**config.mk**
```make
export PLATFORM = sky130hd
export DESIGN_NAME = dat_ctrl_flat
export DESIGN_NICKNAME = d
export VERILOG_FILES = /design/src/logic/dat_pkg.sv /design/src/logic/dat_link_if.sv /design/src/logic/dat_ctrl.sv /design/src/flat_wrapper.sv
export SDC_FILE = /design/constraint.sdc
export NUM_CORES = 1
export LEC_CHECK = 0
export BUFFER_PORTS_ARGS = -buffer_cell sky130_fd_sc_hd__buf_2
export CAP_MARGIN = 5
export CORE_UTILIZATION = 40
export CTS_BUF_LIST = sky130_fd_sc_hd__clkbuf_4
export DETAILED_ROUTE_END_ITERATION = 10
export PLACE_DENSITY = 0.61
export SLEW_MARGIN = 25
export SYNTH_ARGS = -nofsm -noshare
export SYNTH_HDL_FRONTEND = slang
export SYNTH_SLANG_ARGS = --single-unit
export TNS_END_PERCENT = 100
```
**constraint.sdc**
```tcl
create_clock -name clk_sys -period 2.2 [get_ports clk_sys]
set_input_delay 0.22 -clock clk_sys [delete_from_list [all_inputs] [get_ports clk_sys]]
set_output_delay 0.22 -clock clk_sys [all_outputs]
set_load 0.05 [all_outputs]
```
**src/logic/dat_pkg.sv**
```systemverilog
// Shared constants and types for the alert/leveling timing pair
package dat_pkg;
  localparam int CLK_PERIOD_PS = 40000;
  // Printed figures in their own units
  localparam int WLMRD_NCK = 40;
  localparam int WLDQSEN_NCK = 25;
  localparam int PAR_LAT_NCK = 6;
  localparam int PAR_ALERT_ON_EXTRA_PS = 6000;
  localparam int PAR_PW_MIN_2933 = 88;
  localparam int PAR_PW_MAX_2933 = 176;
  localparam int PAR_PW_MIN_3200 = 96;
  localparam int PAR_PW_MAX_3200 = 192;
  localparam int PAR_RSP_2933 = 78;
  localparam int PAR_RSP_3200 = 85;
  localparam int CRC_ALERT_MIN_PS = 3000;
  localparam int CRC_ALERT_MAX_PS = 13000;
  localparam int CRC_PW_MIN = 6;
  localparam int CRC_PW_MAX = 10;
  localparam int SYNC_EXTRA_NCK = 4;
  localparam int WR_START_BL8 = 4;
  localparam int WR_START_BC4_FIXED = 2;
  localparam int TRFC1_PS = 350000;
  localparam int TRFC2_PS = 260000;
  localparam int TRFC4_PS = 160000;
  // Round-up conversion, never below one cycle
  function automatic int ru_cycles(input int ps);
    int c;
    c = (ps + CLK_PERIOD_PS - 1) / CLK_PERIOD_PS;
    return (c < 1) ? 1 : c;
  endfunction
  // CRC alert delay: least rounds up, longest rounds down
  localparam int CRC_ALERT_MIN_CYC = ru_cycles(CRC_ALERT_MIN_PS);
  localparam int CRC_ALERT_MAX_CYC_RAW = CRC_ALERT_MAX_PS / CLK_PERIOD_PS;
  localparam int CRC_ALERT_MAX_CYC = (CRC_ALERT_MAX_CYC_RAW < 1) ? 1 : CRC_ALERT_MAX_CYC_RAW;
  localparam int PAR_ALERT_ON_CYC = PAR_LAT_NCK + PAR_ALERT_ON_EXTRA_PS / CLK_PERIOD_PS;
  localparam int TRFC1_CYC = ru_cycles(TRFC1_PS);
  localparam int TRFC2_CYC = ru_cycles(TRFC2_PS);
  localparam int TRFC4_CYC = ru_cycles(TRFC4_PS);
  // Chosen pulse widths inside the windows
  localparam int PAR_PW_2933 = PAR_PW_MIN_2933;
  localparam int PAR_PW_3200 = PAR_PW_MIN_3200;
  localparam int CRC_PW = 8;
  localparam logic [7:0] CRC_PW_8 = 8'(CRC_PW);
  localparam logic [7:0] PAR_PW_2933_8 = 8'(PAR_PW_2933);
  localparam logic [7:0] PAR_PW_3200_8 = 8'(PAR_PW_3200);
  localparam logic [3:0] PAR_LAT_4 = 4'(PAR_LAT_NCK);
  // Command encodings on the link
  typedef enum logic [3:0] {
    DAT_CMD_DES = 4'h0, DAT_CMD_MRS = 4'h1, DAT_CMD_ACT = 4'h2, DAT_CMD_RD = 4'h3,
    DAT_CMD_RDA = 4'h4, DAT_CMD_WR = 4'h5, DAT_CMD_REF = 4'h6, DAT_CMD_PRE = 4'h7,
    DAT_CMD_SYNC = 4'h8, DAT_CMD_ODT = 4'h9, DAT_CMD_WL = 4'ha
  } dat_cmd_t;
  // Controller register offsets (APB byte addresses)
  localparam logic [7:0] REG_CTRL = 8'h00;
  localparam logic [7:0] REG_CMD = 8'h04;
  localparam logic [7:0] REG_STATUS = 8'h08;
  localparam logic [7:0] REG_TIMING = 8'h0c;
  // CTRL field positions
  localparam int CTRL_GRADE = 0;
  localparam int CTRL_PERSIST = 1;
  localparam int CTRL_CRC = 2;
  localparam int CTRL_DM = 3;
  localparam int CTRL_GRAN_LO = 4;
  localparam int CTRL_DLL = 6;
  localparam int CTRL_BC4F = 7;
  localparam logic [7:0] CTRL_RESET = 8'h00;
  localparam int TIM_WR_LO = 0;
  localparam int TIM_WRCRC_LO = 8;
  localparam int TIM_MOD_LO = 16;
  localparam logic [7:0] WR_CYC_RESET = 8'h10;
  localparam logic [7:0] WRCRC_CYC_RESET = 8'h12;
  localparam logic [7:0] MOD_CYC_RESET = 8'h18;
  localparam logic [7:0] WL_CYC = 8'h0a;
endpackage
```
**src/logic/dat_link_if.sv**
```systemverilog
// Command/alert link between controller and device
`timescale 1ns/1ps
interface dat_link_if;
  logic [3:0] cmd;
  logic par_err;
  logic crc_err;
  logic dqs_en;
  logic dqs_rise;
  logic cke;
  logic alert_n;
  modport ctrl (output cmd, par_err, crc_err, dqs_en, dqs_rise, cke, input alert_n);
  modport dev (input cmd, par_err, crc_err, dqs_en, dqs_rise, cke, output alert_n);
endinterface

```
**src/logic/dat_ctrl.sv**
```systemverilog
// Controller end: APB registers, sequencing gaps, alert response
//
// The APB interface to the registers and the register offsets are this design's own decisions.
`timescale 1ns/1ps
module dat_ctrl (
  input wire logic clk_sys,
  input wire logic rst_n,
  dat_link_if.ctrl link,
  input wire logic psel,
  input wire logic penable,
  input wire logic pwrite,
  input wire logic [7:0] paddr,
  input wire logic [31:0] pwdata,
  output logic [31:0] prdata,
  output logic pready,
  output logic pslverr
);
  typedef enum logic [1:0] {DAT_IDLE = 2'b00, DAT_WAIT = 2'b01, DAT_SEND = 2'b10} dat_st_t;
  dat_st_t st;
  logic [7:0] ctrl;
  logic [23:0] timing;
  logic [3:0] pend_cmd;
  logic [8:0] gap;
  logic [8:0] rfc_cnt;
  logic [7:0] wl_cnt;
  logic alert_seen;
  logic lost;
  logic odd_ph;
  logic [3:0] cmd_q;
  wire acc = psel && penable;
  wire wr_en = acc && pwrite;
  wire hit_ctrl = (paddr == dat_pkg::REG_CTRL);
  wire hit_cmd = (paddr == dat_pkg::REG_CMD);
  wire hit_stat = (paddr == dat_pkg::REG_STATUS);
  wire hit_tim = (paddr == dat_pkg::REG_TIMING);
  wire mapped = hit_ctrl || hit_cmd || hit_stat || hit_tim;
  wire crc_dm = ctrl[dat_pkg::CTRL_CRC] && ctrl[dat_pkg::CTRL_DM];
  wire [7:0] wr_cyc = crc_dm ? timing[dat_pkg::TIM_WRCRC_LO +: 8] : timing[dat_pkg::TIM_WR_LO +: 8];
  wire [7:0] mod_cyc = timing[dat_pkg::TIM_MOD_LO +: 8];
  wire [1:0] gran = ctrl[dat_pkg::CTRL_GRAN_LO +: 2];
  wire [8:0] rfc_sel = (gran == 2'b00) ? 9'(dat_pkg::TRFC1_CYC)
                     : (gran == 2'b01) ? 9'(dat_pkg::TRFC2_CYC) : 9'(dat_pkg::TRFC4_CYC);
  wire [8:0] sync_gap = {1'b0, mod_cyc} + 9'(dat_pkg::SYNC_EXTRA_NCK);
  wire [8:0] even_sync = sync_gap + {8'h00, sync_gap[0]};
  wire [8:0] even_mod = {1'b0, mod_cyc} + {8'h00, mod_cyc[0]};
  wire need_dll = (pend_cmd == dat_pkg::DAT_CMD_RD) || (pend_cmd == dat_pkg::DAT_CMD_RDA)
                  || (pend_cmd == dat_pkg::DAT_CMD_ODT);
  wire blocked = (need_dll && !ctrl[dat_pkg::CTRL_DLL])
                 || (pend_cmd == dat_pkg::DAT_CMD_ACT && rfc_cnt != 9'h000)
                 || (alert_seen && ctrl[dat_pkg::CTRL_PERSIST])
                 || (pend_cmd == dat_pkg::DAT_CMD_SYNC && odd_ph)
                 || (gap != 9'h000);
  wire [31:0] stat_word = {27'h0, st == DAT_IDLE, lost, alert_seen, ~link.alert_n, ctrl[dat_pkg::CTRL_DLL]};
  // APB slave: pready registered a cycle after psel, so no wait state; error on unmapped
  always_ff @(posedge clk_sys or negedge rst_n) begin
    if (!rst_n) begin
      pready <= 1'b0;
      pslverr <= 1'b0;
      prdata <= 32'h0000_0000;
    end else begin
      pready <= psel && !pready;
      pslverr <= psel && !pready && !mapped;
      prdata <= hit_ctrl ? {24'h0, ctrl} : hit_tim ? {8'h0, timing} : hit_stat ? stat_word : 32'h0;
    end
  end
  // Config registers
  always_ff @(posedge clk_sys or negedge rst_n) begin
    if (!rst_n) begin
      ctrl <= dat_pkg::CTRL_RESET;
      timing <= {dat_pkg::MOD_CYC_RESET, dat_pkg::WRCRC_CYC_RESET, dat_pkg::WR_CYC_RESET};
    end else if (wr_en && pready && hit_ctrl) begin
      ctrl <= pwdata[7:0];
    end else if (wr_en && pready && hit_tim) begin
      timing <= pwdata[23:0];
    end
  end
  // Alert tracking: set wins over software clear
  always_ff @(posedge clk_sys or negedge rst_n) begin
    if (!rst_n) begin
      alert_seen <= 1'b0;
      lost <= 1'b0;
    end else begin
      alert_seen <= !link.alert_n || (alert_seen && !(wr_en && pready && hit_stat && pwdata[2]));
      // Commands inside the parity window may be lost
      lost <= link.par_err || (lost && !(wr_en && pready && hit_stat && pwdata[3]));
    end
  end
  // Command sequencer with spacing counters
  always_ff @(posedge clk_sys or negedge rst_n) begin
    if (!rst_n) begin
      st <= DAT_IDLE;
      pend_cmd <= 4'h0;
      cmd_q <= 4'h0;
      gap <= 9'h000;
      rfc_cnt <= 9'h000;
      wl_cnt <= 8'h00;
      odd_ph <= 1'b0;
    end else begin
      cmd_q <= dat_pkg::DAT_CMD_DES;
      // Phase since the last mode command keeps the sync gap even
      odd_ph <= (st == DAT_SEND && pend_cmd == dat_pkg::DAT_CMD_MRS) ? 1'b0 : ~odd_ph;
      if (gap != 9'h000) gap <= gap - 9'h001;
      if (rfc_cnt != 9'h000) rfc_cnt <= rfc_cnt - 9'h001;
      if (wl_cnt != 8'h00) wl_cnt <= wl_cnt - 8'h01;
      case (st)
        DAT_IDLE: begin
          if (wr_en && pready && hit_cmd) begin
            pend_cmd <= pwdata[3:0];
            st <= DAT_WAIT;
          end
        end
        DAT_WAIT: begin
          if (!blocked) st <= DAT_SEND;
        end
        DAT_SEND: begin
          cmd_q <= pend_cmd;
          st <= DAT_IDLE;
          if (pend_cmd == dat_pkg::DAT_CMD_REF) rfc_cnt <= rfc_sel;
          if (pend_cmd == dat_pkg::DAT_CMD_MRS) gap <= even_sync;
          if (pend_cmd == dat_pkg::DAT_CMD_SYNC) gap <= even_mod;
          if (pend_cmd == dat_pkg::DAT_CMD_WR) gap <= 9'(dat_pkg::WR_START_BL8) + {1'b0, wr_cyc};
          // One extra: the command reaches the link a cycle after this
          if (pend_cmd == dat_pkg::DAT_CMD_WL) wl_cnt <= 8'(dat_pkg::WLMRD_NCK) + 8'h01;
        end
        default: st <= DAT_IDLE;
      endcase
    end
  end
  // Strobe enable and rising edge after write-leveling entry
  always_ff @(posedge clk_sys or negedge rst_n) begin
    if (!rst_n) begin
      link.dqs_en <= 1'b0;
      link.dqs_rise <= 1'b0;
      link.cmd <= 4'h0;
      link.par_err <= 1'b0;
      link.crc_err <= 1'b0;
      link.cke <= 1'b0;
    end else begin
      link.cmd <= cmd_q;
      link.par_err <= 1'b0;
      link.crc_err <= 1'b0;
      link.cke <= 1'b1;
      link.dqs_en <= (wl_cnt != 8'h00) && (wl_cnt <= 8'(dat_pkg::WLMRD_NCK - dat_pkg::WLDQSEN_NCK));
      link.dqs_rise <= (wl_cnt == 8'h01);
    end
  end
endmodule

```
**src/flat_wrapper.sv**
```systemverilog
// flat-port wrapper written by rule: the top's interface ports become plain ports
module dat_ctrl_flat 
  (clk_sys, rst_n, psel, penable, pwrite, paddr, pwdata, prdata, pready, pslverr, link_cmd, link_par_err, link_crc_err, link_dqs_en, link_dqs_rise, link_cke, link_alert_n);
  dat_link_if link_i ();
  input wire logic clk_sys;
  input wire logic rst_n;
  input wire logic psel;
  input wire logic penable;
  input wire logic pwrite;
  input wire logic [7:0] paddr;
  input wire logic [31:0] pwdata;
  output logic [31:0] prdata;
  output logic pready;
  output logic pslverr;
  output wire logic [$bits(link_i.cmd)-1:0] link_cmd;
  output wire logic [$bits(link_i.par_err)-1:0] link_par_err;
  output wire logic [$bits(link_i.crc_err)-1:0] link_crc_err;
  output wire logic [$bits(link_i.dqs_en)-1:0] link_dqs_en;
  output wire logic [$bits(link_i.dqs_rise)-1:0] link_dqs_rise;
  output wire logic [$bits(link_i.cke)-1:0] link_cke;
  input wire logic [$bits(link_i.alert_n)-1:0] link_alert_n;
  assign link_cmd = link_i.cmd;
  assign link_par_err = link_i.par_err;
  assign link_crc_err = link_i.crc_err;
  assign link_dqs_en = link_i.dqs_en;
  assign link_dqs_rise = link_i.dqs_rise;
  assign link_cke = link_i.cke;
  assign link_i.alert_n = link_alert_n;
  dat_ctrl u_core (.clk_sys(clk_sys), .rst_n(rst_n), .link(link_i), .psel(psel), .penable(penable), .pwrite(pwrite), .paddr(paddr), .pwdata(pwdata), .prdata(prdata), .pready(pready), .pslverr(pslverr));
endmodule
```
==> impl.org, run 1 <==
** Status
- Outcome :: complete, no violations

** Place
- Input and output buffers added on the ports amount to 70.
- At the end of routability-driven placement, the weighted congestion stood at 0.824.
- In this run the cell area measured after placement is 5820 µm².
- Detailed placement finished with a half-perimeter wire length of between 7000 and 8000 µm.

** STA
- The number of max-slew violations in the final report is 0.
- The count of final hold-check violations is 0.
- Final Cycle Share :: between 90% and 100%
- Derived from the worst setup path, the maximum achievable clock frequency is 0.476 GHz.
- # setup viols final :: 0
- Post-Route Skew :: 0.0198 ns
- Measured against its own limit, the worst slew margin works out to 57.7%.
- Crit path time final :: about 2.1 ns
- Worst Tran Pin Value :: 0.632 ns
- Setup TNS after final layout :: 0 ns

** Hold path
- The worst hold path belongs to the class in -> reg.
- Worst min-delay path endpoint :: u_core.prdata[3]
- Count of cells along the worst hold path :: 3
- Worst Min Path Start :: paddr[3]

** Die
- Vertical die dimension :: 116 µm
- Boundary Pins :: 89
- Floorplan row count :: 41
- The total area inside the core boundary comes to 12,600 µm².
- X dimension of the die :: 116 µm
- The initial utilization of the core area, before any placement, comes to 41.1%.
- Die area :: 13,400 µm²

** Setup path
- The worst setup path is captured at a flop.
- Along the worst path, the maximum fanout reaches 6.
- Critical Path Slowest Stage Cell :: sky130_fd_sc_hd__dfrtp_2
- R2R Setup Slk :: 0.10 ns
- Delay of the slowest critical-path stage :: 0.48 ns
- The number of cells on the worst reg-to-reg path is 9.
- Data on the critical path is required at its endpoint by 2.61 ns.
- Cell breakdown of the critical path :: inv_1 -> ha_4 -> nor4bb_1 -> buf_4 -> a21oi_1 -> xor2_1 -> a211oi_1 -> o21ai_0 -> a22oi_1
- CP Class :: reg -> reg
- CP startpoint kind :: flop
- Worst reg2reg endpoint :: u_core.gap[5]
- R2R Path Start :: u_core.timing[18]
- STA puts the critical path data arrival time at 2.51 ns.

** Synth
- Sequential elements use 50.3% of the synthesized area.
- Synth Instances :: 486
- Distinct cell type count of the synthesized netlist :: 60
- Fraction of registers with async set or reset after synthesis :: 100%
- Post-synthesis average cell area :: 10.7 µm²
- For this run, the number of Yosys warnings is 0.
- Flip-flop and latch count after synthesis :: 104
- Among all flip-flop cells after synthesis, the most frequent one is sky130_fd_sc_hd__dfrtp_1.
- In this run, synthesis inferred 0 flip-flops with an integrated enable.
- The mapped netlist covers about 5200 µm².

** Cells and area
- Number of diodes :: 0
- Of the cells placed in the final design, the portion with a size suffix greater than 1 is 28.7%.
- Layout Area Growth over Synthesis :: 20.3%
- The library cells used most frequently in the layout, excluding fill and tap cells, are 98 x sky130_fd_sc_hd__dfrtp_1, 69 x sky130_fd_sc_hd__buf_2, 42 x sky130_fd_sc_hd__mux2_2.
- Most frequent standard cell in the layout excluding fill and tap cells :: sky130_fd_sc_hd__dfrtp_1
- Number of nets in the final layout :: 652
- After routing the design area is ~6200 µm².

** CTS
- The clock reaches the later pin of the worst-skew pair after roughly 0.50 ns.
- CTS tree :: done
- The tree is rooted in a sky130_fd_sc_hd__clkbuf_4.
- The tree built by TritonCTS fans out to ~100 sinks.
- Number of buffers created by CTS :: 9
- After clock tree synthesis, the clock-pin slew on the worst setup and hold paths is 0.17 ns.
- The clock tree synthesis step divided the H-tree into 3 levels.
- Clock buffer depth :: 2

** Power
- Power spread over the standard cell area amounts to 590 nW/µm².
- The design draws 3690 µW.
- Summed over all cells, the static leakage comes to 0.00306 µW.
- Maximum vdd drop :: 0.000384 V

** Global route
- The number of global-route vias before repair is ~3,900.
- For this run the aggregate overflow at the end of global routing stands at 0.
- Entering global routing, the biggest net connects 73 pins.
- The first global-routing pass estimated 18,500 µm of wire.
- Global routing used 18.0% of the available tracks.
- The initial antenna violation count was 0.

** Routing
- For this run, design rule violations remaining after detail routing come to 0.
- Initial DRC count :: about 120
- Sum of routed wire length over all layers :: 11,000 µm
- The detail route stage leaves a number of antenna-violating nets equal to 0.
- The first TritonRoute pass finished after 4 iterations.
- Using the TritonRoute via totals, the vias-per-cell ratio works out to 5.03.
- The routed layout has 3,894 vias.
- Dividing the detail-routed wire length by the instance count gives 14.3 µm.

** Run
- Across the run, the number of max-cap violations was 0.
## layout make-up
cell class                 count  area, µm²
timing repair buffer         123        843
clock buffer                  10       75.1
clock inverter                 6       43.8
fill                        1194       6370
sequential                   104       2610
inverter                       9       33.8
tap                          172        215
multi-input combinational    350       2420
## repair_timing
action,CTS,global route
hold buffers,27,0
gates resized for setup,0,3
endpoints found under the setup margin,0,3
buffers inserted,0,2
hold endpoints to repair,69,0
## power breakdown
part / internal (µW) / switching, µW
Clock: 251 / 655
Combinational: 310 / 389
Sequential: 2000 / 79.9
Total: 2560 / 1120
## registers in the layout (all words and copies together) (netlist names)
signal	count
u_core.pready	1
u_core.link.cmd	4
u_core.lost	1
u_core.gap	9
u_core.pslverr	1
u_core.link.dqs_en	1
u_core.ctrl	8
u_core.timing	24
u_core.odd_ph	1
u_core.link.cke	1
u_core.wl_cnt	8
u_core.rfc_cnt	9
u_core.pend_cmd	4
u_core.prdata	24
u_core.cmd_q	4
u_core.link.dqs_rise	1
u_core.alert_seen	1
u_core.st	2
## through the flow
stage / utilization, % / setup WS [ns] / std cells / hold WS [ns]
floorplan: - / 0.159 / 495 / -0.0756
global placement: 46.2 / 0.119 / 729 / 0.190
detailed placement: 46.2 / 0.113 / 729 / 0.188
CTS: 49.2 / 0.0645 / 772 / 0.0925
global route: 49.5 / -0.0665 / 774 / 0.139
finish: 49.5 / 0.101 / 774 / 0.134
## per-layer routing
| metal | global-route usage [%] | part of all wire [%] |
|---|---|---|
| met1 | 23.1 | 47 |
| met5 | 0 | 0 |
| met4 | 6.58 | 1.3 |
| met3 | 4.29 | 3.6 |
| met2 | 29.6 | 48 |
## how the worst max path moves through the flow
| stage | start | depth (start not counted) | slack, ns | end |
|---|---|---|---|---|
| after global placement | u_core.timing[18] | 9 | 0.12 | u_core.gap[7] |
| after CTS | u_core.timing[18] | 9 | 0.06 | u_core.gap[5] |
| after floorplan | u_core.timing[18] | 9 | 0.16 | u_core.gap[5] |
| after detailed placement | u_core.timing[18] | 9 | 0.11 | u_core.gap[5] |
| final | u_core.timing[18] | 9 | 0.10 | u_core.gap[5] |
| after global routing | u_core.timing[18] | 9 | -0.07 | u_core.gap[5] |
## synth_stat cells (all sizes together) (7+ instances only)
cell type   n  area (µm²)
mux2       42         473
nand2      38         143
clkbuf     11        41.3
mux2i       7        70.1
ha          9         113
nor3       16        85.1
o21ai      16        83.8
nor2       39         146
inv         9        33.8
dfrtp      99        2480
and2       24         151
xor2       12         105
a21oi      21         105
buf        21         138
nor2b      11        68.8
xnor2      19         166
a22oi      11        82.6
nand3       9        50.1
## worst max-delay path: cells and delay by family (launching register included)
kind | cells | cell delay [ns]
compound gates | 4 | 0.56
flops | 1 | 0.48
buf+inv | 2 | 0.31
simple gates | 1 | 0.28
fa+ha+maj | 1 | 0.23
xor+xnor | 1 | 0.16
## kinds of logic after synthesis
family                     synth area share [%]
and+or+nand+nor                            17.9
DFF                                        50.3
AOI/OAI and AO/OA                          9.74
muxes                                      10.5
buffers and inverters                      4.10
xor gates and xnor gates                   5.23
adders and majority gates                  2.17
other                                     0.145
No activity file was read; power rests on OpenSTA's default activity.
==> inputs of run 2 (changes only) <==
CAP_MARGIN = 15   (was 5)
CORE_ASPECT_RATIO = 1.4   (was default)
==> impl.org, run 2 (synthesized netlist as in run 1, its figures left out) <==
** Hold path
- Worst Min Path Start :: pwdata[0] (was paddr[3])
- Worst min-delay path endpoint :: u_core.timing[0] (was u_core.prdata[3])
- The worst hold path cell count was 2 (was 3).
- Type of the worst min-delay path :: in -> reg (unchanged)

** Routing
- Initial DRC count :: 208 (was 122)
- Number of design rule violations left after detail routing :: 0 (unchanged)
- The via density per instance was 5.26 (was 5.03).
- The total via count after detailed routing was 3,928 (was 3,894).
- The overall routed net length is 11,600 µm (was 11,000 µm).
- DRT Pass-1 Iters :: 7 (was 4)
- Antenna-violating nets left :: 0 (unchanged)
- Average wire per cell in the routed design :: 15.6 µm (was 14.3 µm)

** Cells and area
- The post-layout instance area was 6190 µm² (was 6240 µm²).
- The utilization of the core after routing was 49.5% (about the same).
- Area taken by flip-flops and latches :: 2610 µm² (unchanged)
- The most frequent standard cell in the layout excluding fill and tap cells was sky130_fd_sc_hd__dfrtp_1 (unchanged).
- Most used cells in the layout excluding fill and tap cells: 98 x sky130_fd_sc_hd__dfrtp_1, 69 x sky130_fd_sc_hd__buf_2, 42 x sky130_fd_sc_hd__mux2_2 (unchanged).
- Number of nets in the final layout :: 646 (was 652)
- The layout filler cell count was 1,204 (was 1,194).
- Biggest registers after layout :: u_core.prdata x24, u_core.timing x24 (unchanged)
- Layout Area Growth over Synthesis :: 19.2% (was 20.3%)
- The multi-input logic area is 2450 µm² (was 2420 µm²).
- Share of final-layout standard cells stronger than drive strength 1 :: 29.2% (was 28.7%)

** Die
- The die boundary width is 98.3 µm (was 116 µm).
- The starting density of the core was 41.5% (was 41.1%).
- The number of top-level design ports came to 89 (unchanged).
- Die area :: 13,400 µm² (about the same)
- Floorplan row count :: 48 (was 41)
- Vertical die dimension :: 137 µm (was 116 µm)
- The floorplan core area was 12,500 µm² (was 12,600 µm²).

** Setup path
- R2R Path Start :: u_core.timing[19] (was u_core.timing[18])
- R2R Setup Slk :: 0.12 ns (was 0.10 ns)
- CP Class :: reg -> reg (unchanged)
- CP endpoint kind :: flop (unchanged)
- The critical path arrival was 2.45 ns (was 2.51 ns).
- CP startpoint kind :: flop (unchanged)
- The worst path required time came to 2.57 ns (was 2.61 ns).
- Cell breakdown of the critical path: ha_4 -> nand2_1 -> or4b_1 -> o21ai_2 -> xnor2_1 -> a221oi_2 -> o31a_1 (was inv_1 -> ha_4 -> nor4bb_1 -> buf_4 -> a21oi_1 -> xor2_1 -> a211oi_1 -> o21ai_0 -> a22oi_1).
- Worst reg2reg endpoint :: u_core.gap[6] (was u_core.gap[5])
- Largest fanout of any net on the critical path :: 6 (unchanged)
- Critical Path Slowest Stage Cell :: sky130_fd_sc_hd__dfstp_2 (was sky130_fd_sc_hd__dfrtp_2)
- The delay contributed by the slowest stage of the critical path is 0.62 ns (was 0.48 ns).
- The cell count of the worst reg-to-reg path was 7 (was 9).

** CTS
- Clock buffer depth :: 2 (unchanged)
- The clock root buffer is sky130_fd_sc_hd__clkbuf_4 (unchanged).
- The sink count of the clock tree is 104 (unchanged).
- Clk Latency, worst-skew pair :: 0.48 ns (was 0.50 ns)
- The clock tree from TritonCTS is done (unchanged).
- The clock transition time at the flip-flop clock pins of the worst setup and hold paths came to 0.16 ns (was 0.17 ns).
- The number of buffers created by CTS was 9 (unchanged).
- CTS H-tree depth :: 3 (unchanged)

** Place
- Hpwl dp :: 8510 µm (was 7880 µm)
- The weighted congestion reported at the end of routability-driven placement is 0.896 (was 0.824).
- Placed inst area :: 5790 µm² (was 5820 µm²)
- The number of I/O port buffers was 70 (unchanged).

** Power
- Power Internal :: 2550 µW (was 2560 µW)
- The cell leakage power came to 0.00303 µW (was 0.00306 µW).
- The clock share of power was 24.0% (was 24.6%).
- The combinational group share of total power was 19.4% (was 19.0%).
- The switching power of the nets was 1140 µW (was 1120 µW).
- Register share of total power :: 56.6% (was 56.5%)
- The power density relative to cell area was 596 nW/µm² (was 590 nW/µm²).
- The worst ir drop on vdd is 0.000318 V (was 0.000384 V).
- Fraction of power spent switching nets :: 30.8% (was 30.5%)

** Run
- Max_cap viols :: 0 (unchanged)

** STA
- The headroom to the max-slew limit came to 58.9% (was 57.7%).
- The final worst clock skew was 0.0184 ns (was 0.0198 ns).
- The total of endpoints with negative setup slack in the final report is 0 (unchanged).
- Setup TNS after final layout :: 0 ns (unchanged)
- The share of the clock period used by the worst path after layout is 94.6% (was 95.4%).
- The minimum period implied by the final worst setup slack came to 2.08 ns (was 2.10 ns).
- Final-report max-slew violation count :: 0 (unchanged)
- The count of final hold-check violations came to 0 (unchanged).
- The upper clock frequency limit was 0.480 GHz (was 0.476 GHz).
- Worst Tran Pin Value :: 0.614 ns (was 0.632 ns)
- Unrepaired setup endpoints after global routing :: no

** Global route
- The global-route total usage across every layer was 18.7% (was 18.0%).
- The total congestion overflow after global routing is 0 (unchanged).
- The wire length of the first global-routing pass came to 19,500 µm (was 18,500 µm).
- Vias in the first global route :: 3,964 (was 3,880)
- Largest net degree at the start of global routing :: 49 (was 73)
- The initial antenna violation count came to 1 (was 0).

** Status
- Outcome :: complete, no violations (unchanged)
## run 2: layout make-up
class                      count  area share, %
sequential                   104           42.2
multi-input combinational    350           39.6
timing repair buffer         117           12.7
tap                          150           3.03
clock buffer                   9           1.09
clock inverter                 7          0.768
inverter                       9          0.546
antenna                        1         0.0404
## run 2: worst max-delay path, delay by kind of cell, from the launching register on
family,cells,cell delay (ns)
flip-flops,1,0.62
AND/OR/NAND/NOR,2,0.59
adder cells (fa/ha/maj),1,0.14
XOR/XNOR,1,0.15
AO/OA/AOI/OAI,3,0.47
## run 2: timing repair
item                                    in CTS  in global routing
endpoints found under the setup margin       0                  4
hold buffers                                23                  0
buffers inserted                             0                  1
gates resized for setup                      0                  9
hold endpoints to repair                    61                  0
## run 2: routing by layer
layer	up-vias	track usage, %	share of wire, %
met3	23	2.76	2.5
li1	1892	-	-
met2	68	34.2	53
met1	1945	21.9	42
met4	0	8.13	2.6
met5	-	0	0
## run 2: worst max path at each step
stage | slack [ns] | endpoint | start
floorplan | 0.16 | u_core.gap[5] | u_core.timing[18]
global placement | 0.12 | u_core.gap[6] | u_core.timing[19]
detailed placement | 0.1 | u_core.gap[5] | u_core.timing[18]
CTS | 0.06 | u_core.gap[5] | u_core.timing[18]
global route | 0.02 | u_core.gap[5] | u_core.timing[19]
finish | 0.12 | u_core.gap[6] | u_core.timing[19]
## run 2: power groups by stage
stage,Clock (µW),Combinational [µW],Sequential (µW)
after floorplan,0,489,2120
after global placement,0,653,2110
after detailed placement,0,676,2120
after CTS,912,713,2080
after global routing,999,810,2100
final,887,716,2090
## run 2: metrics by stage
step           worst slack (ns)  cells  power, µW  hold slack [ns]
4_1_cts                  0.0559    745       3710          0.00808
2_1_floorplan             0.159    495       2600          -0.0756
6_report                  0.118    747       3690           0.0183
3_5_place_dp             0.0967    706       2790            0.237
5_1_grt                  0.0227    747       3910          0.00937
3_3_place_gp              0.125    706       2760            0.231
==> inputs of run 3 (changes only) <==
ABC_AREA = 1   (was default)
CELL_PAD_IN_SITES_DETAIL_PLACEMENT = 0   (was default)
CELL_PAD_IN_SITES_GLOBAL_PLACEMENT = 1   (was default)
PLACE_DENSITY = 0.77   (was 0.61)
==> impl.org, run 3 <==
** Synth
- The register bit total from synthesis is 104 (unchanged).
- Synth area leaders: sky130_fd_sc_hd__dfrtp_1 47%, sky130_fd_sc_hd__nand2_1 9.0%, sky130_fd_sc_hd__inv_1 6.1% (was sky130_fd_sc_hd__dfrtp_1 48%, sky130_fd_sc_hd__mux2_2 9.1%, sky130_fd_sc_hd__xnor2_1 3.2%).
- The share of async-settable or async-resettable flops after synthesis was 100% (unchanged).
- Post-synth top area cell :: sky130_fd_sc_hd__dfrtp_1 (unchanged)
- The area fraction of the dominant cell type after synthesis is 47.1% (was 47.7%).
- Post-synthesis average cell area :: 8.57 µm² (was 10.7 µm²)
- The most instantiated library cell after synthesis was sky130_fd_sc_hd__nand2_1 (was sky130_fd_sc_hd__dfrtp_1).
- The predominant post-synthesis flop cell is sky130_fd_sc_hd__dfrtp_1 (unchanged).
- Count of flip-flops with a built-in enable after synthesis :: 0 (unchanged)
- The sequential area share after synthesis came to 49.6% (was 50.3%).
- The gate count of the mapped netlist is 614 (was 486).
- The post-synthesis instance area is 5260 µm² (was 5190 µm²).
- Synth top cells by count :: 126 x sky130_fd_sc_hd__nand2_1, 99 x sky130_fd_sc_hd__dfrtp_1, 86 x sky130_fd_sc_hd__inv_1 (was 99 x sky130_fd_sc_hd__dfrtp_1, 42 x sky130_fd_sc_hd__mux2_2, 39 x sky130_fd_sc_hd__nor2_1)
- The distinct cell type count of the synthesized netlist is 43 (was 60).
- Count of yosys warnings during synthesis :: 0 (unchanged)

** Routing
- Average wire per cell in the routed design :: 13.4 µm (was 15.6 µm)
- The total via count after detailed routing was 4,186 (was 3,928).
- The antenna violation net count after detailed routing was 0 (unchanged).
- DRT Pass-1 Iters :: 4 (was 7)
- Number of design rule violations left after detail routing :: 0 (unchanged)
- Initial DRC count :: 221 (was 208)
- Vias per std cell :: 4.81 (was 5.26)
- Sum of routed wire length over all layers :: 11,600 µm (about the same)

** CTS
- Number of buffers created by CTS :: 9 (unchanged)
- The clock transition time at the flip-flop clock pins of the worst setup and hold paths came to 0.17 ns (was 0.16 ns).
- Number of sinks driven by the clock tree :: 104 (unchanged)
- The clock tree from TritonCTS is done (unchanged).
- The largest buffer count on any clock path is 2 (unchanged).
- The depth of the CTS H-tree was 3 (unchanged).
- The clock latency of the later-clocked register in the worst-skew pair was 0.47 ns (was 0.48 ns).
- Number of gates resized after cts :: 0 (unchanged)
- Root buf cell :: sky130_fd_sc_hd__clkbuf_4 (unchanged)

** Setup path
- The type of destination of the critical path was a flop (unchanged).
- The worst path required time was 2.62 ns (was 2.57 ns).
- Largest fanout of any net on the critical path :: 7 (was 6)
- Depth of the worst register-to-register path :: 13 (was 7)
- CP startpoint kind :: flop (unchanged)
- CP Class :: reg -> reg (unchanged)
- Data arrival time of the worst path :: 2.34 ns (was 2.45 ns)

** Cells and area
- Number of nets in the final layout :: 766 (was 646)
- Combined area of the multi-input logic cells :: 2200 µm² (was 2450 µm²)
- Share of final-layout standard cells stronger than drive strength 1 :: 18.4% (was 29.2%)
- The synthesis-to-layout area growth is 15.7% (was 19.2%).
- The post-layout instance area came to 6090 µm² (was 6190 µm²).
- Final Instance Count excl. Fillers :: 870 (was 747)
- The utilization of the core after routing came to 47.5% (was 49.5%).
- Count of filler cells inserted in the layout :: 1,238 (was 1,204)
- Area taken by flip-flops and latches :: 2610 µm² (about the same)
- Most frequent standard cell in the layout excluding fill and tap cells :: sky130_fd_sc_hd__nand2_1 (was sky130_fd_sc_hd__dfrtp_1)
- Most used cells in the layout excluding fill and tap cells :: 126 x sky130_fd_sc_hd__nand2_1, 99 x sky130_fd_sc_hd__dfrtp_1, 86 x sky130_fd_sc_hd__inv_1 (was 98 x sky130_fd_sc_hd__dfrtp_1, 69 x sky130_fd_sc_hd__buf_2, 42 x sky130_fd_sc_hd__mux2_2)
- Biggest registers after layout: u_core.prdata x24, u_core.timing x24 (unchanged).

** STA
- The worst-margin pin slew was 0.618 ns (was 0.614 ns).
- The upper clock frequency limit came to 0.520 GHz (was 0.480 GHz).
- Final hold violations :: 0 (unchanged)
- The total negative setup slack is 0 ns (unchanged).
- The worst hold slack came to 0.0484 ns (was 0.0183 ns).
- # setup viols final :: 0 (unchanged)
- Final Cycle Share :: 87.3% (was 94.6%)
- The minimum period implied by the final worst setup slack is 1.92 ns (was 2.08 ns).
- The final worst clock skew was 0.0193 ns (was 0.0184 ns).
- Final-report max-slew violation count :: 0 (unchanged)
- Worst max-slew margin expressed relative to the limit :: 58.8% (was 58.9%)
- Unrepaired setup endpoints after global routing: no (unchanged).

** Run
- Max_cap viols :: 0 (unchanged)

** Global route
- Aggregate global-route resource usage :: 18.2% (was 18.7%)
- The total congestion overflow after global routing was 0 (unchanged).
- The number of global-route vias before repair was 3,954 (was 3,964).
- GRT Max-Usage Layer :: met2 (unchanged)
- The met2 capacity usage during global routing came to 31.4% (was 34.2%).
- GR Util met3 :: 3.09% (was 2.76%)
- Number of antenna violations at the first check in global routing :: 1 (unchanged)
- The met1 global-route usage is 23.1% (was 21.9%).
- Largest net degree at the start of global routing :: 105 (was 49)
- First-pass GRT wire length :: 19,100 µm (was 19,500 µm)

** Die
- Die area :: 13,600 µm² (was 13,400 µm²)
- Vertical die dimension :: 138 µm (was 137 µm)
- The floorplan core area came to 12,800 µm² (was 12,500 µm²).
- X dimension of the die :: 98.9 µm (was 98.3 µm)
- Floorplan row count :: 49 (was 48)
- Starting utilization of the core area :: 41.1% (was 41.5%)
- The number of top-level design ports was 89 (unchanged).

** Place
- The number of I/O port buffers was 70 (unchanged).
- The area after detailed placement is 5740 µm² (was 5790 µm²).
- The number of cells after detailed placement came to 830 (was 706).
- The final HPWL from detailed placement is 8310 µm (was 8510 µm).
- The weighted congestion reported at the end of routability-driven placement was 0.825 (was 0.896).

** Power
- The combinational group share of total power is 25.0% (was 19.4%).
- The net switching fraction of the power was 33.7% (was 30.8%).
- Power Internal :: 2680 µW (was 2550 µW)
- The worst ir drop on vdd came to 0.000316 V (was 0.000318 V).
- Leakage power figure :: 0.00323 µW (was 0.00303 µW)
- Register share of total power :: 52.2% (was 56.6%)
- Pwr dens :: 664 nW/µm² (was 596 nW/µm²)
- The switching power of the nets was 1360 µW (was 1140 µW).
- The clock share of power came to 22.8% (was 24.0%).

** Hold path
- Count of cells along the worst hold path :: 3 (was 2)
- The path type of the worst min-delay path is in -> reg (unchanged).

** Status
- Outcome :: complete, no violations (unchanged)
## run 3: cell types whose count changed in the layout (fill, tap and decap cells not counted), moves of 7 or more
cell / delta
sky130_fd_sc_hd__xnor2_1: -13
sky130_fd_sc_hd__o21ai_2: +8
sky130_fd_sc_hd__nor2_1: +42
sky130_fd_sc_hd__mux2i_1: -7
sky130_fd_sc_hd__nand3_1: +29
sky130_fd_sc_hd__o21ai_0: +24
sky130_fd_sc_hd__buf_4: -17
sky130_fd_sc_hd__nor2b_1: -11
sky130_fd_sc_hd__nand2_1: +88
sky130_fd_sc_hd__mux2_4: +14
sky130_fd_sc_hd__a22oi_1: -11
sky130_fd_sc_hd__and2_1: -23
sky130_fd_sc_hd__mux2_2: -40
sky130_fd_sc_hd__inv_1: +78
## run 3: critical path: stages (launching register included)
cell	delay (ns)
sky130_fd_sc_hd__dfstp_2	0.63
sky130_fd_sc_hd__ha_1	0.28
sky130_fd_sc_hd__inv_1	0.06
sky130_fd_sc_hd__nand2_1	0.06
sky130_fd_sc_hd__nand2_1	0.10
sky130_fd_sc_hd__nor2_1	0.13
sky130_fd_sc_hd__nand2_1	0.08
sky130_fd_sc_hd__nor2_1	0.14
sky130_fd_sc_hd__nand2_1	0.07
sky130_fd_sc_hd__nand3_1	0.07
sky130_fd_sc_hd__nand2_1	0.05
sky130_fd_sc_hd__nand2_1	0.06
sky130_fd_sc_hd__nand3_1	0.07
sky130_fd_sc_hd__nand2_1	0.06
## run 3: cells by family after synthesis
logic type                 after synthesis  share of synthesized area (%)
xor gates and xnor gates                17                           2.83
buffers and inverters                  110                           9.34
other                                    2                          0.143
AOI/OAI and AO/OA                       82                           9.11
and+or+nand+nor                        274                           22.4
adders and majority gates                9                           2.14
DFF                                    104                           49.6
muxes                                   16                           4.42
## run 3: power groups by stage
stage,sequential [µW],clock (µW),combinational [µW]
floorplan,2150,0,747
global placement,2140,0,958
detailed placement,2150,0,981
CTS,2110,954,1020
global route,2130,1030,1190
finish,2110,921,1010
## run 3: path summary, 6_finish.rpt
kind | startpoint | end | slack [ns]
worst max-delay path | u_core.timing[19] | u_core.gap[8] | 0.28
worst min-delay path | pwdata[0] | u_core.ctrl[0] | 0.05
worst max register to register | u_core.timing[19] | u_core.gap[8] | 0.28
worst min register to register | u_core.cmd_q[2] | u_core.link.cmd[2] | 0.37
max in group asynchronous | rst_n | u_core.prdata[13] | 1.39
min in group asynchronous | rst_n | u_core.prdata[4] | 0.30
## run 3: metal layers
| metal | vias up | share of wire, % | routed length (µm) |
|---|---|---|---|
| met2 | 81 | 51 | 5890 |
| met4 | 0 | 1.4 | 159 |
| met3 | 16 | 2.7 | 316 |
| li1 | 2131 | - | - |
| met1 | 1958 | 45 | 5250 |
| met5 | - | 0 | 0 |
## run 3: layout make-up
cell class | instances | share of cell area [%]
sequential | 104 | 42.8
multi-input combinational | 409 | 36.1
timing repair buffer | 99 | 10.5
clock buffer | 10 | 1.23
clock inverter | 6 | 0.699
inverter | 88 | 5.45
antenna | 1 | 0.0411
tap | 153 | 3.14
## run 3: what timing repair did
item | in CTS | in global routing
hold endpoints to repair | 123 | 0
hold buffers | 23 | 0
buffers inserted | 0 | 0
## run 3: per-stage QoR
stage                     setup WS (ns)  power [µW]
final                             0.278        4040
after global routing             0.0486        4350
after CTS                         0.256        4080
after detailed placement          0.310        3130
after global placement            0.365        3100
after floorplan                   0.563        2890
